`src/design/cp_lock_detect_consts.svh`:
```
// register offsets, field positions, reset values and thresholds of the pump and lock bank
`ifndef CP_LOCK_DETECT_CONSTS_SVH
`define CP_LOCK_DETECT_CONSTS_SVH

`define ADDR_CHARGE_PUMP      8'h04
`define ADDR_LOCK_WINDOW      8'h05
`define ADDR_LOCK_THRESH      8'h06
`define ADDR_LEGACY_LOCK      8'h07

`define MASK_CHARGE_PUMP      32'h3fffffff
`define MASK_LOCK_WINDOW      32'h0000001f
`define MASK_LOCK_THRESH      32'h00ffffff
`define MASK_LEGACY_LOCK      32'h007fffff

`define RST_CHARGE_PUMP       32'h0301c387
`define RST_LOCK_WINDOW       32'h00000000
`define RST_LOCK_THRESH       32'h0080007f
`define RST_LEGACY_LOCK       32'h00441000

`define CP_UP_CODE_LSB        0
`define CP_DOWN_CODE_LSB      7
`define CP_OFFSET_CODE_LSB    14
`define CP_OFFSET_UP_BIT      21
`define CP_OFFSET_DOWN_BIT    22
`define CP_HIGH_GAIN_BIT      23
`define CP_BIAS_LSB           24
`define PUMP_FORCE_UP_BIT       26
`define CP_FORCE_DOWN_BIT     27
`define CP_MID_RAIL_BIT       28
`define CP_RING_TO_PUMP_BIT   29

`define LW_ASYM_EN_BIT        0
`define LW_ASYM_DIR_BIT       1
`define LW_REF_EDGE_BIT       2
`define LW_FLEX_LSB           3

`define LT_HIGH_LSB           0
`define LT_LOW_LSB            7
`define LT_COUNT_LSB          14

`define LG_COUNT_LSB          0
`define LG_PULSE_WIDTH_LSB    16
`define LG_RING_SPEED_LSB     19
`define LG_RING_FORCE_BIT     21
`define LG_ONE_SHOT_SEL_BIT   22

`define CODE_STEP_UA          20
`define OFFSET_STEP_UA        5
`define FLEX_TH1_NS           1
`define FLEX_TH2_NS           3
`define FLEX_TH3_NS           5
`define PS_PER_NS             1000

`endif

```
`src/design/cp_lock_detect_pkg.sv`:
```
// types shared by the pump and lock bank
package cp_lock_detect_pkg;
    typedef logic [6:0] cur_code_t;
    typedef enum logic [1:0] {FLEX_OFF, FLEX_1NS, FLEX_3NS, FLEX_5NS} flex_mode_e;
endpackage

```
`src/design/lock_sample_if.sv`:
```
// one lock detector sample: strobe plus in-window verdict
`timescale 1ns/1ps
interface lock_sample_if;
    logic valid;
    logic inWindow;
    modport src  (output valid, output inWindow);
    modport sink (input valid, input inWindow);
endinterface

```
`src/design/cp_lock_detect_config_regs.sv`:
```
// charge pump and lock detector configuration bank with its lock counters
`timescale 1ns/1ps
`include "cp_lock_detect_consts.svh"
module cp_lock_detect_config_regs (
    input  wire logic        sys_clk,
    input  wire logic        nrst,
    input  wire logic        regWrStrobe,
    input  wire logic        regRdStrobe,
    input  wire logic [7:0]  regAddr,
    input  wire logic [31:0] regWrData,
    output logic [31:0]      regRdData,
    output logic             regRdValid,
    input  wire logic        pfdEnable,
    input  wire logic        ldPulseValid,
    input  wire logic [6:0]  ldPulseWidth,
    input  wire logic        ldRefFirst,
    input  wire logic        phaseValid,
    input  wire logic [15:0] phaseErrPs,
    input  wire logic        phaseRefLeads,
    input  wire logic        osSampleValid,
    input  wire logic        osSampleInWindow,
    output logic [6:0]       pumpUpCode,
    output logic [6:0]       pumpDownCode,
    output logic [6:0]       pumpOffsetCode,
    output logic             pumpOffsetUp,
    output logic             pumpOffsetDown,
    output logic             pumpHighGain,
    output logic [1:0]       pumpOpampBias,
    output logic             pump_force_up,
    output logic             pump_force_down,
    output logic             pumpMidRail,
    output logic             pumpRingTest,
    output logic [2:0]       pumpHiZ,
    output logic             refEdgeRising,
    output logic             flexForceUp,
    output logic             flexForceDown,
    output logic [2:0]       oneShotPulseWidth,
    output logic [1:0]       ringSpeed,
    output logic             ringForce,
    output logic             oneShotDigital,
    output logic             lock_detector_locked,
    output logic             one_shot_lock_detector_locked
);
    logic [31:0] cpReg_q;
    logic [31:0] cpReg_d;
    logic [31:0] lwReg_q;
    logic [31:0] ltReg_q;
    logic [31:0] lgReg_q;
    logic        hitCp;
    logic        hitLw;
    logic        hitLt;
    logic        hitLg;
    logic [31:0] rdMux;
    logic [31:0] regRdData_q;
    logic        regRdValid_q;
    logic        midRail_q;
    logic [2:0]  hiZ_q;
    logic        flexUp_q;
    logic        flexDown_q;
    logic        pfdEnable_q;
    logic        forceUpNext;
    logic        forceDownNext;
    logic        beyondTh;
    logic [15:0] flexThPs;
    cp_lock_detect_pkg::flex_mode_e flexMode;
    cp_lock_detect_pkg::cur_code_t  upNext;
    cp_lock_detect_pkg::cur_code_t  downNext;
    cp_lock_detect_pkg::cur_code_t  offsetNext;

    // address decode; unmapped writes are dropped, unmapped reads give zero
    assign hitCp = regAddr == `ADDR_CHARGE_PUMP;
    assign hitLw = regAddr == `ADDR_LOCK_WINDOW;
    assign hitLt = regAddr == `ADDR_LOCK_THRESH;
    assign hitLg = regAddr == `ADDR_LEGACY_LOCK;

    assign rdMux = hitCp ? cpReg_q :
                   hitLw ? lwReg_q :
                   hitLt ? ltReg_q :
                   hitLg ? lgReg_q : 32'h00000000;

    assign cpReg_d = (regWrStrobe && hitCp) ? (regWrData & `MASK_CHARGE_PUMP) : cpReg_q;

    always_ff @(posedge sys_clk) begin
        if (!nrst) begin
            cpReg_q <= `RST_CHARGE_PUMP;
            lwReg_q <= `RST_LOCK_WINDOW;
            ltReg_q <= `RST_LOCK_THRESH;
            lgReg_q <= `RST_LEGACY_LOCK;
        end else begin
            cpReg_q <= cpReg_d;
            if (regWrStrobe && hitLw) begin
                lwReg_q <= regWrData & `MASK_LOCK_WINDOW;
            end
            if (regWrStrobe && hitLt) begin
                ltReg_q <= regWrData & `MASK_LOCK_THRESH;
            end
            if (regWrStrobe && hitLg) begin
                lgReg_q <= regWrData & `MASK_LEGACY_LOCK;
            end
        end
    end

    always_ff @(posedge sys_clk) begin
        if (!nrst) begin
            regRdData_q  <= 32'h00000000;
            regRdValid_q <= 1'b0;
        end else begin
            regRdValid_q <= regRdStrobe;
            if (regRdStrobe) begin
                regRdData_q <= rdMux;
            end
        end
    end

    assign regRdData  = regRdData_q;
    assign regRdValid = regRdValid_q;

    // pump fields come straight from the register flops
    assign pumpUpCode      = cpReg_q[`CP_UP_CODE_LSB +: 7];
    assign pumpDownCode    = cpReg_q[`CP_DOWN_CODE_LSB +: 7];
    assign pumpOffsetCode  = cpReg_q[`CP_OFFSET_CODE_LSB +: 7];
    assign pumpOffsetUp    = cpReg_q[`CP_OFFSET_UP_BIT];
    assign pumpOffsetDown  = cpReg_q[`CP_OFFSET_DOWN_BIT];
    assign pumpHighGain    = cpReg_q[`CP_HIGH_GAIN_BIT];
    assign pumpOpampBias   = cpReg_q[`CP_BIAS_LSB +: 2];
    assign pump_force_up   = cpReg_q[`PUMP_FORCE_UP_BIT];
    assign pump_force_down = cpReg_q[`CP_FORCE_DOWN_BIT];
    assign pumpRingTest    = cpReg_q[`CP_RING_TO_PUMP_BIT];

    // derived pump controls are built from the next register value so they
    // line up with the fields above in the same cycle
    assign upNext     = cpReg_d[`CP_UP_CODE_LSB +: 7];
    assign downNext   = cpReg_d[`CP_DOWN_CODE_LSB +: 7];
    assign offsetNext = cpReg_d[`CP_OFFSET_CODE_LSB +: 7];

    always_ff @(posedge sys_clk) begin
        if (!nrst) begin
            midRail_q   <= 1'b0;
            hiZ_q       <= 3'h0;
            pfdEnable_q <= 1'b0;
        end else begin
            midRail_q   <= cpReg_d[`CP_MID_RAIL_BIT] && !cpReg_d[`PUMP_FORCE_UP_BIT]
                           && !cpReg_d[`CP_FORCE_DOWN_BIT];
            pfdEnable_q <= pfdEnable;
            // a zero code only floats the output while the detector is off
            hiZ_q       <= {offsetNext == 7'h00, downNext == 7'h00, upNext == 7'h00}
                           & {3{!pfdEnable}};
        end
    end

    assign pumpMidRail = midRail_q;
    assign pumpHiZ     = hiZ_q;

    // flex forcing: hold the last verdict until the next phase sample; FLEX_OFF clears it at once
    assign flexMode = cp_lock_detect_pkg::flex_mode_e'(lwReg_q[`LW_FLEX_LSB +: 2]);

    always_comb begin
        flexThPs = 16'h0000;
        unique case (flexMode)
            cp_lock_detect_pkg::FLEX_OFF: flexThPs = 16'hffff;
            cp_lock_detect_pkg::FLEX_1NS: flexThPs = 16'(`FLEX_TH1_NS * `PS_PER_NS);
            cp_lock_detect_pkg::FLEX_3NS: flexThPs = 16'(`FLEX_TH2_NS * `PS_PER_NS);
            cp_lock_detect_pkg::FLEX_5NS: flexThPs = 16'(`FLEX_TH3_NS * `PS_PER_NS);
        endcase
    end

    assign beyondTh      = (flexMode != cp_lock_detect_pkg::FLEX_OFF) && (phaseErrPs > flexThPs);
    assign forceUpNext   = beyondTh && phaseRefLeads;
    assign forceDownNext = beyondTh && !phaseRefLeads;

    always_ff @(posedge sys_clk) begin
        if (!nrst) begin
            flexUp_q   <= 1'b0;
            flexDown_q <= 1'b0;
        end else if (phaseValid) begin
            flexUp_q   <= forceUpNext;
            flexDown_q <= forceDownNext;
        end else if (flexMode == cp_lock_detect_pkg::FLEX_OFF) begin
            flexUp_q   <= 1'b0;
            flexDown_q <= 1'b0;
        end
    end

    assign flexForceUp   = flexUp_q;
    assign flexForceDown = flexDown_q;

    assign refEdgeRising     = lwReg_q[`LW_REF_EDGE_BIT];
    assign oneShotPulseWidth = lgReg_q[`LG_PULSE_WIDTH_LSB +: 3];
    assign ringSpeed         = lgReg_q[`LG_RING_SPEED_LSB +: 2];
    assign ringForce         = lgReg_q[`LG_RING_FORCE_BIT];
    assign oneShotDigital    = lgReg_q[`LG_ONE_SHOT_SEL_BIT];

    // main detector: window check then consecutive counter
    lock_sample_if mainSample ();
    lock_sample_if legacySample ();

    pulse_window #(
        .WIDTH (7)
    ) u_main_window (
        .sys_clk          (sys_clk),
        .nrst             (nrst),
        .pulseValid       (ldPulseValid),
        .pulseWidth       (ldPulseWidth),
        .refFirst         (ldRefFirst),
        .highThresh       (ltReg_q[`LT_HIGH_LSB +: 7]),
        .lowThresh        (ltReg_q[`LT_LOW_LSB +: 7]),
        .asymEnable       (lwReg_q[`LW_ASYM_EN_BIT]),
        .divFirstExpected (lwReg_q[`LW_ASYM_DIR_BIT]),
        .sample           (mainSample.src)
    );

    lock_counter #(
        .W (10)
    ) u_main_count (
        .sys_clk   (sys_clk),
        .nrst      (nrst),
        .sample    (mainSample.sink),
        .threshold (ltReg_q[`LT_COUNT_LSB +: 10]),
        .locked    (lock_detector_locked)
    );

    // legacy verdicts arrive from the one-shot already judged
    assign legacySample.valid    = osSampleValid;
    assign legacySample.inWindow = osSampleInWindow;

    lock_counter #(
        .W (16)
    ) u_legacy_count (
        .sys_clk   (sys_clk),
        .nrst      (nrst),
        .sample    (legacySample.sink),
        .threshold (lgReg_q[`LG_COUNT_LSB +: 16]),
        .locked    (one_shot_lock_detector_locked)
    );
endmodule // cp_lock_detect_config_regs

```
`src/design/lock_counter.sv`:
```
// consecutive in-window counter that declares lock at a programmed count
`timescale 1ns/1ps
module lock_counter #(
    parameter int W = 10
) (
    input  wire logic         sys_clk,
    input  wire logic         nrst,
    lock_sample_if.sink       sample,
    input  wire logic [W-1:0] threshold,
    output logic              locked
);
    if (W < 1 || W > 16) begin : g_bad_width
        $error("lock_counter width out of range");
    end

    logic [W-1:0] count_q;
    logic [W-1:0] count_d;
    logic         locked_q;
    logic         atTop;

    // saturating at the threshold keeps a long lock from wrapping to unlock
    assign atTop   = count_q >= threshold;
    assign count_d = !sample.valid    ? count_q :
                     !sample.inWindow ? '0 :
                     atTop            ? count_q : count_q + 1'b1;

    always_ff @(posedge sys_clk) begin
        if (!nrst) begin
            count_q  <= '0;
            locked_q <= 1'b0;
        end else begin
            count_q  <= count_d;
            locked_q <= sample.valid && (count_d >= threshold) ? 1'b1 :
                        sample.valid ? 1'b0 : locked_q;
        end
    end

    assign locked = locked_q;
endmodule // lock_counter

```
`src/design/pulse_window.sv`:
```
// checks a detector pulse against the programmed threshold window
`timescale 1ns/1ps
module pulse_window #(
    parameter int WIDTH = 7
) (
    input  wire logic             sys_clk,
    input  wire logic             nrst,
    input  wire logic             pulseValid,
    input  wire logic [WIDTH-1:0] pulseWidth,
    input  wire logic             refFirst,
    input  wire logic [WIDTH-1:0] highThresh,
    input  wire logic [WIDTH-1:0] lowThresh,
    input  wire logic             asymEnable,
    input  wire logic             divFirstExpected,
    lock_sample_if.src            sample
);
    if (WIDTH < 1 || WIDTH > 16) begin : g_bad_width
        $error("pulse_window width out of range");
    end

    logic inRange;
    logic orderOk;
    logic valid_q;
    logic inWindow_q;

    assign inRange = (pulseWidth >= lowThresh) && (pulseWidth <= highThresh);
    // asymmetric window also demands the expected edge order
    assign orderOk = !asymEnable || (refFirst != divFirstExpected);

    always_ff @(posedge sys_clk) begin
        if (!nrst) begin
            valid_q    <= 1'b0;
            inWindow_q <= 1'b0;
        end else begin
            valid_q    <= pulseValid;
            inWindow_q <= pulseValid && inRange && orderOk;
        end
    end

    assign sample.valid    = valid_q;
    assign sample.inWindow = inWindow_q;
endmodule // pulse_window

```
`config.mk`:
```
export PLATFORM = sky130hd
export DESIGN_NAME = cp_lock_detect_config_regs
export DESIGN_NICKNAME = d
export VERILOG_FILES = /design/src/design/cp_lock_detect_pkg.sv /design/src/design/lock_sample_if.sv /design/src/design/cp_lock_detect_config_regs.sv /design/src/design/lock_counter.sv /design/src/design/pulse_window.sv
export VERILOG_INCLUDE_DIRS = /design/src /design/src/design
export SDC_FILE = /design/constraint.sdc
export NUM_CORES = 1
export LEC_CHECK = 0
export ABC_CLOCK_PERIOD_IN_PS = 5600
export BUFFER_PORTS_ARGS = -buffer_cell sky130_fd_sc_hd__buf_2
export CAP_MARGIN = 20
export CORE_MARGIN = 8
export CORE_UTILIZATION = 25
export CTS_CLUSTER_DIAMETER = 50
export DETAILED_ROUTE_END_ITERATION = 12
export SYNTH_ARGS = -nofsm -noshare
export SYNTH_HDL_FRONTEND = slang
export SYNTH_SLANG_ARGS = --single-unit
```
`constraint.sdc`:
```
create_clock -name sys_clk -period 5.6 [get_ports sys_clk]
set_input_delay 0 -clock sys_clk [delete_from_list [all_inputs] [get_ports sys_clk]]
set_output_delay 0 -clock sys_clk [all_outputs]
set_load 0.02 [all_outputs]
```
Yosys cells after proc, flatten, opt, wreduce, memory -nomap -nowiden
Index checks and enable logic that the tools add are counted.
Widths: inputs -> output; s select.
- register bits: 151
- bits in latches: 0
- RAM bits: 0
- ROM bits: 0
- input bits: 74
- logic and storage cells: 82
- memories kept: 0
- $add $sub $neg: 2
- multipliers: 0
- divide/modulo/power cells: 0
- magnitude comparators: 7
- eq/ne operators: 8
- shifts and indexed selects: 0
- multiplexer cells: 19
- bitwise logic cells: 1
- reductions and logical operators: 28
- operators by type and width (cell ; number):
    $pmux 16 s4 ; 1
    $mux 16 ; 3
    $mux 24 ; 2
    $eq 8x3->1 const B ; 4
    $ge 16x16->1 ; 2
    $mux 10 ; 3
    $mux 30 ; 1
    $mux 29 ; 1
    $mux 23 ; 1
    $logic_not 7->1 ; 3
    $ge 10x10->1 ; 2
    $add 16x1->16 const B ; 1
    $gt 16x16->1 ; 1
    $logic_and 1x1->1 ; 14
    $add 10x1->10 const B ; 1
    $reduce_bool 2->1 ; 4
    $ge 7x7->1 ; 1
    $le 7x7->1 ; 1
    $mux 1 ; 7
    $logic_not 1->1 ; 5
    $eq 2x2->1 const B ; 2
    $and 3x3->3 ; 1
    $eq 2x1->1 const B ; 1
    $logic_not 2->1 ; 1
    2 further kinds ; 2

Depth between registers and ports, before layout
- depth after elaboration: 7
- gate-level depth with buffers: 16
- depth with buffers taken out: 15

By module
From an unflattened synthesis, not the netlist that was laid out.
- cells, all modules: 1110
- area total of the unflattened synthesis: 9191.3 um2
- by module, submodules not included (module ; instances ; cells an instance ; area an instance (um2) ; seq. area each (um2)):
    cp_lock_detect_config_regs ; 1 ; 676 ; 5665.4 ; 2382.3
    lock_counter at u_legacy_count ; 1 ; 250 ; 2033.2 ; 340.3
    lock_counter at u_main_count ; 1 ; 134 ; 1083.5 ; 220.2
    pulse_window ; 1 ; 50 ; 409.1 ; 40.0

Least setup slack after synthesis
No wires, ideal clock.
- path kind: flip-flop to flip-flop
- from: reg u_legacy_count.count_q[0]
- to: reg u_legacy_count.locked_q (netlist: u_legacy_count.locked)
- library setup time: 101 ps
- arrival: 3091 ps
- data required time: 5499 ps
- setup slack: 2408 ps
- cell stages (with the launch flop): 17
- path buffers: 1
- clock period less this slack: 3192 ps
- cell sequence: dfxtp_1 inv_1 ha_1 nand2b_1 a2111o_1 a41oi_1 buf_2 nand3_1 xor2_1 nor2_1 ha_1 nand2_1 o21ai_0 a21oi_1 o21ai_0 a31oi_1 o41ai_1
- cells in the longest elaborated chain, start to end: 7
- RTL lines (what ; line ; RTL):
    from (decl) ; lock_counter.sv:16 ; logic [W-1:0] count_q;
    from (signal assigned) ; lock_counter.sv:32 ; count_q <= count_d;
    $add 16x1->16 or $ge 16x16->1 (tied branches) ; lock_counter.sv:25, lock_counter.sv:22 ;
    $mux 16 (*) ; lock_counter.sv:25 ; atTop ? count_q : count_q + 1'b1;
    $mux 16 (*) ; lock_counter.sv:24 ; !sample.inWindow ? '0 :
    $mux 16 (*) ; lock_counter.sv:23 ; assign count_d = !sample.valid ? count_q :
    named net u_legacy_count.count_d[2] ; lock_counter.sv:17 ; logic [W-1:0] count_d;
    $ge 16x16->1 (*) ; lock_counter.sv:33 ; locked_q <= sample.valid && (count_d >= threshold) ? 1'b1 :
    $logic_and 1x1->1 (*) ; lock_counter.sv:33 ;
    $mux 1 or $reduce_bool 2->1 (tied branches) ; - ;
    to (signal assigned) ; lock_counter.sv:33 ;
    to (decl) ; lock_counter.sv:18 ; logic locked_q;
Mark *: on every way through the listed nets, which the timed path passes. The rest lies on a longest branch.
A chain may end at the register's enable or synchronous reset.

Final worst setup path
Same ends and word-level chain as after synthesis.

==> flow_results.org <==
** Worst setup path
- Worst R2R Path Depth :: 16
- CP Cell Sequence :: inv_1 > ha_1 > nand2b_1 > a2111o_1 > a41oi_1 > buf_4 > nand2_1 > mux2i_1 > nor2_1 > ha_1 > nand2_1 > o21ai_0 > a21oi_1 > o21ai_0 > a31oi_1 > o41ai_1
- In this design, the stage delay of the slowest critical-path cell is 0.42 ns.
- Start point of the critical path :: u_legacy_count.count_q[0]
- Along the worst path, the maximum fanout reaches 14.
- The worst setup path is captured at a flip-flop.
- For the worst setup path, the data required time is 5.93 ns.
- Last element of the critical path :: u_legacy_count.locked
- The worst setup path is launched from a flip-flop.
- CP Data Arrival Time :: 3.90 ns
- In this run the critical register-to-register path is captured at u_legacy_count.locked.
- Reg2reg start :: u_legacy_count.count_q[0]
- Critical-path top delay cell :: sky130_fd_sc_hd__dfxtp_1
- Worst Setup Path Type :: reg -> reg
- Across all register-to-register paths, the minimum setup slack is 2.03 ns.

** Die
- In this run the vertical extent of the chip is 201 µm.
- Top Ports :: 152
- Die footprint :: 0.0404 mm²
- In this run the standard cell core region covers 0.0336 mm².
- Row count :: 67
- The die is 201 µm wide.
- Effective utilization at floorplan :: 0.254

** Yosys
- For this run, the leading register cell type out of synthesis is sky130_fd_sc_hd__dfxtp_1.
- Top area cells in the synthesized netlist :: sky130_fd_sc_hd__dfxtp_1 35%, sky130_fd_sc_hd__ha_1 12%, sky130_fd_sc_hd__nand2_1 7.1%
- The largest total area in the synthesized netlist belongs to sky130_fd_sc_hd__dfxtp_1.
- Yosys cell types :: 51
- The Yosys step of the flow raised 0 warnings.
- The cell count after synthesis came out at 1,040.
- Mapped Avg Cell Area :: 8.22 µm²
- Yosys top cell area share :: 0.349
- Sequential fraction of the synthesis area :: 0.349
- The cell area that synthesis handed to floorplanning was 0.00855 mm².
- Asr flop ratio synth :: 0
- After synthesis the netlist holds a flip-flop and latch count of 149.
- Number of enable-type register cells in the synthesized netlist :: 0

** Final layout
- From synthesis to final layout, the design area changed by 23.1%.
- Filler cells :: 3,533
- Combined flip-flop and latch cell area :: 0.00298 mm²
- Net total in the final layout :: 1,340
- Antenna Diode Count :: 0
- Summing all multi-input logic gate instances after layout gives 0.00489 mm².
- Of the cells placed in the final design, the portion with a size suffix greater than 1 is 0.169.
- With fillers left out, the area of the finished cells amounts to 0.0105 mm².

** Clock tree
- Clock-pin slew was measured on the worst setup and hold paths at 0.07 ns.
- At the later pin of the worst-skew pair, clock insertion delay measures 0.44 ns.
- The clock tree synthesis step divided the H-tree into 4 levels.
- Clock tree from TritonCTS :: done
- Count of instances resized after the clock tree is built :: 0
- TritonCTS buffer count :: 17
- The clock net in this run drives a total of 149 sinks.
- The cell sitting at the root of the clock tree is a sky130_fd_sc_hd__clkbuf_16.
- Buffer levels on the longest clock path :: 2

** Flow run
- Max-cap violations :: 0

** Routing
- Ratio of routed vias to standard cells :: 4.60
- The detail route stage leaves a number of antenna-violating nets equal to 0.
- Number of DRC markers after the initial detailed-route iteration :: 416
- Per-cell routed wire length :: 16.4 µm
- Detailed Routing Iterations Pass 1 :: 4
- Number of vias in the routed layout :: 7,555
- For this run, design rule violations remaining after detail routing come to 0.
- For this block, the routed nets add up to 27.0 mm of wire.

** Timing
- RSZ-0062 raised after global routing :: no
- Final Cycle Share :: 0.637
- Setup violations remaining at the end of the flow were counted as 0.
- Measured against its own limit, the worst slew margin works out to 0.293.
- Setup Total Neg Slack :: 0 ns
- Final slew viol count :: 0
- Between clock sinks in the finished design, the worst skew comes to 0.0117 ns.
- Total count of hold-check failures in the final report :: 0
- Tightest Pin Transition :: 1.06 ns
- The clock period could shrink to 3.57 ns.
- Timing-limited maximum frequency :: 0.280 GHz

** Global route
- The first global-routing pass estimated 42.9 mm of wire.
- Entering global routing, the biggest net connects 82 pins.
- Summed over all layers, the global routing overflow is 0.
- Across every metal layer, demand over resource in global routing totals 0.132.
- Via count of the first global-routing pass :: 7,707
- The number of antenna violations at the first check in global routing is 2.

** Placement
- Number of input and output port buffers inserted :: 147
- Routability-driven placement finished with a final weighted congestion of 0.840.
- Summed over all nets, the half-perimeter wirelength after detailed placement is 20.0 mm.
- The placed instances occupy a cell area of 0.00952 mm².

** Pwr
- Standby leakage power :: 4.51 nW
- VDD sags by at most 0.000234 V.
- Summing internal, switching and leakage power gives 2.42 mW.
- Power spread over the standard cell area amounts to 230 mW/mm².

** Worst hold path
- The worst hold path belongs to the class in -> reg.
- In this run the most critical hold path is launched from regAddr[6].

** Outcome
- The run finished with clean final reports.
[logic make-up (layout without fill, tap and decap cells)]
kind of cell | after synthesis | count (layout) | synth area share
AO/OA/AOI/OAI | 192 | 192 | 0.147
XOR/XNOR | 24 | 24 | 0.0246
adder cells (fa/ha/maj) | 84 | 84 | 0.123
buffers and inverters | 146 | 300 | 0.0796
flip-flops | 149 | 149 | 0.349
multiplexers | 34 | 34 | 0.0473
other | 1 | 2 | 0.000439
AND/OR/NAND/NOR | 410 | 410 | 0.229
[power by group]
group | leakage (nW) | switching (mW) | internal, mW
logic | 3.02 | 0.102 | 0.0783
registers | 1.20 | 0.00453 | 1.06
clock network | 0.287 | 0.517 | 0.655
total | 4.51 | 0.623 | 1.80
[metal layers]
layer,vias to the layer above,share of wire,global-route usage
met5,-,0.00037,0
met4,2,0.020,0.0444
met3,31,0.055,0.0365
met2,141,0.50,0.235
met1,3565,0.42,0.150
li1,3816,-,-
[cells in the mapped netlist (19+ instances only)]
cell / n
sky130_fd_sc_hd__nand2_1: 162
sky130_fd_sc_hd__dfxtp_1: 149
sky130_fd_sc_hd__ha_1: 84
sky130_fd_sc_hd__nor2_1: 76
sky130_fd_sc_hd__inv_1: 69
sky130_fd_sc_hd__a21oi_1: 52
sky130_fd_sc_hd__a21boi_1: 44
sky130_fd_sc_hd__nand3_1: 38
sky130_fd_sc_hd__nor2b_1: 38
sky130_fd_sc_hd__buf_4: 32
sky130_fd_sc_hd__clkbuf_1: 31
sky130_fd_sc_hd__mux2i_1: 28
sky130_fd_sc_hd__and2_1: 25
sky130_fd_sc_hd__xor2_1: 20
sky130_fd_sc_hd__o22ai_1: 19
[timing repair]
item	in CTS	in global routing
buffers inserted	0	0
hold buffers	40	0
endpoints found under the hold margin	91	0
[worst max-delay path, delay by kind of cell (launching register included)]
kind	cells	cell delay (ns)
AOI/OAI and AO/OA	7	1.60
adders and majority gates	2	0.53
DFF	1	0.42
and+or+nand+nor	4	0.39
buffers and inverters	2	0.29
muxes	1	0.25
[cells in the final DEF (no fill, tap or decap), types with 3 or more instances in the layout]
master,count
sky130_fd_sc_hd__nor2b_1,38
sky130_fd_sc_hd__a31oi_1,4
sky130_fd_sc_hd__nand4b_1,4
sky130_fd_sc_hd__a211oi_1,5
sky130_fd_sc_hd__a21oi_1,52
sky130_fd_sc_hd__buf_4,12
sky130_fd_sc_hd__mux4_2,5
sky130_fd_sc_hd__mux2i_1,28
sky130_fd_sc_hd__dfxtp_1,149
sky130_fd_sc_hd__dlygate4sd3_1,40
sky130_fd_sc_hd__clkbuf_16,17
sky130_fd_sc_hd__nor4_1,6
sky130_fd_sc_hd__inv_8,3
sky130_fd_sc_hd__o211ai_1,9
sky130_fd_sc_hd__nand2_1,162
sky130_fd_sc_hd__and2_1,25
sky130_fd_sc_hd__a21boi_1,44
sky130_fd_sc_hd__nor3_1,13
sky130_fd_sc_hd__xor2_1,20
sky130_fd_sc_hd__xnor2_1,4
sky130_fd_sc_hd__a21boi_0,11
sky130_fd_sc_hd__nand2b_1,10
sky130_fd_sc_hd__inv_1,69
sky130_fd_sc_hd__inv_6,4
sky130_fd_sc_hd__and3_1,12
sky130_fd_sc_hd__ha_1,84
sky130_fd_sc_hd__o2111ai_1,6
sky130_fd_sc_hd__o21a_1,5
sky130_fd_sc_hd__a21o_1,9
sky130_fd_sc_hd__nor2_1,76
sky130_fd_sc_hd__o22ai_1,19
sky130_fd_sc_hd__nand3_1,38
sky130_fd_sc_hd__o21ai_0,18
sky130_fd_sc_hd__buf_2,146
sky130_fd_sc_hd__nand4_1,16
[worst min path at each step]
stage / slack (ns) / endpoint / depth (start not counted)
after floorplan: 0.12 / cpReg_q[0] / 2
after global placement: 0.21 / cpReg_q[24] / 3
after CTS: 0.02 / regRdData[23] / 4
after global routing: 0.06 / regRdData[23] / 4
after detailed placement: 0.21 / cpReg_q[24] / 3
final: 0.02 / regRdData[23] / 4
[stage by stage]
step                 util  instances  setup slack [ns]  hold WS, ns
floorplan               -       1041              2.41        0.124
global placement    0.283       1570              2.05        0.211
detailed placement  0.283       1570              2.06        0.215
CTS                 0.313       1642              2.02       0.0176
global route        0.313       1643              1.67       0.0565
finish              0.313       1643              2.03       0.0198
[flip-flops by register name, summed over array words and instances, names as in the netlist]
signal	count
u_legacy_count.locked	1
lwReg_q	5
u_legacy_count.count_q	16
pumpMidRail	1
u_main_window.sample.inWindow	1
u_main_count.count_q	10
cpReg_q	30
regRdData	30
lgReg_q	23
pumpHiZ	3
u_main_count.locked	1
ltReg_q	24
flexForceDown	1
regRdValid	1
flexForceUp	1
u_main_window.sample.valid	1
[area by class of cell]
cell class	count	area share
multi-input combinational	746	0.465
clock buffer	20	0.0434
timing repair buffer	199	0.117
sequential	149	0.283
inverter	69	0.0246
tap	448	0.0533
clock inverter	12	0.0132
Power figures use the tool's default switching activity.
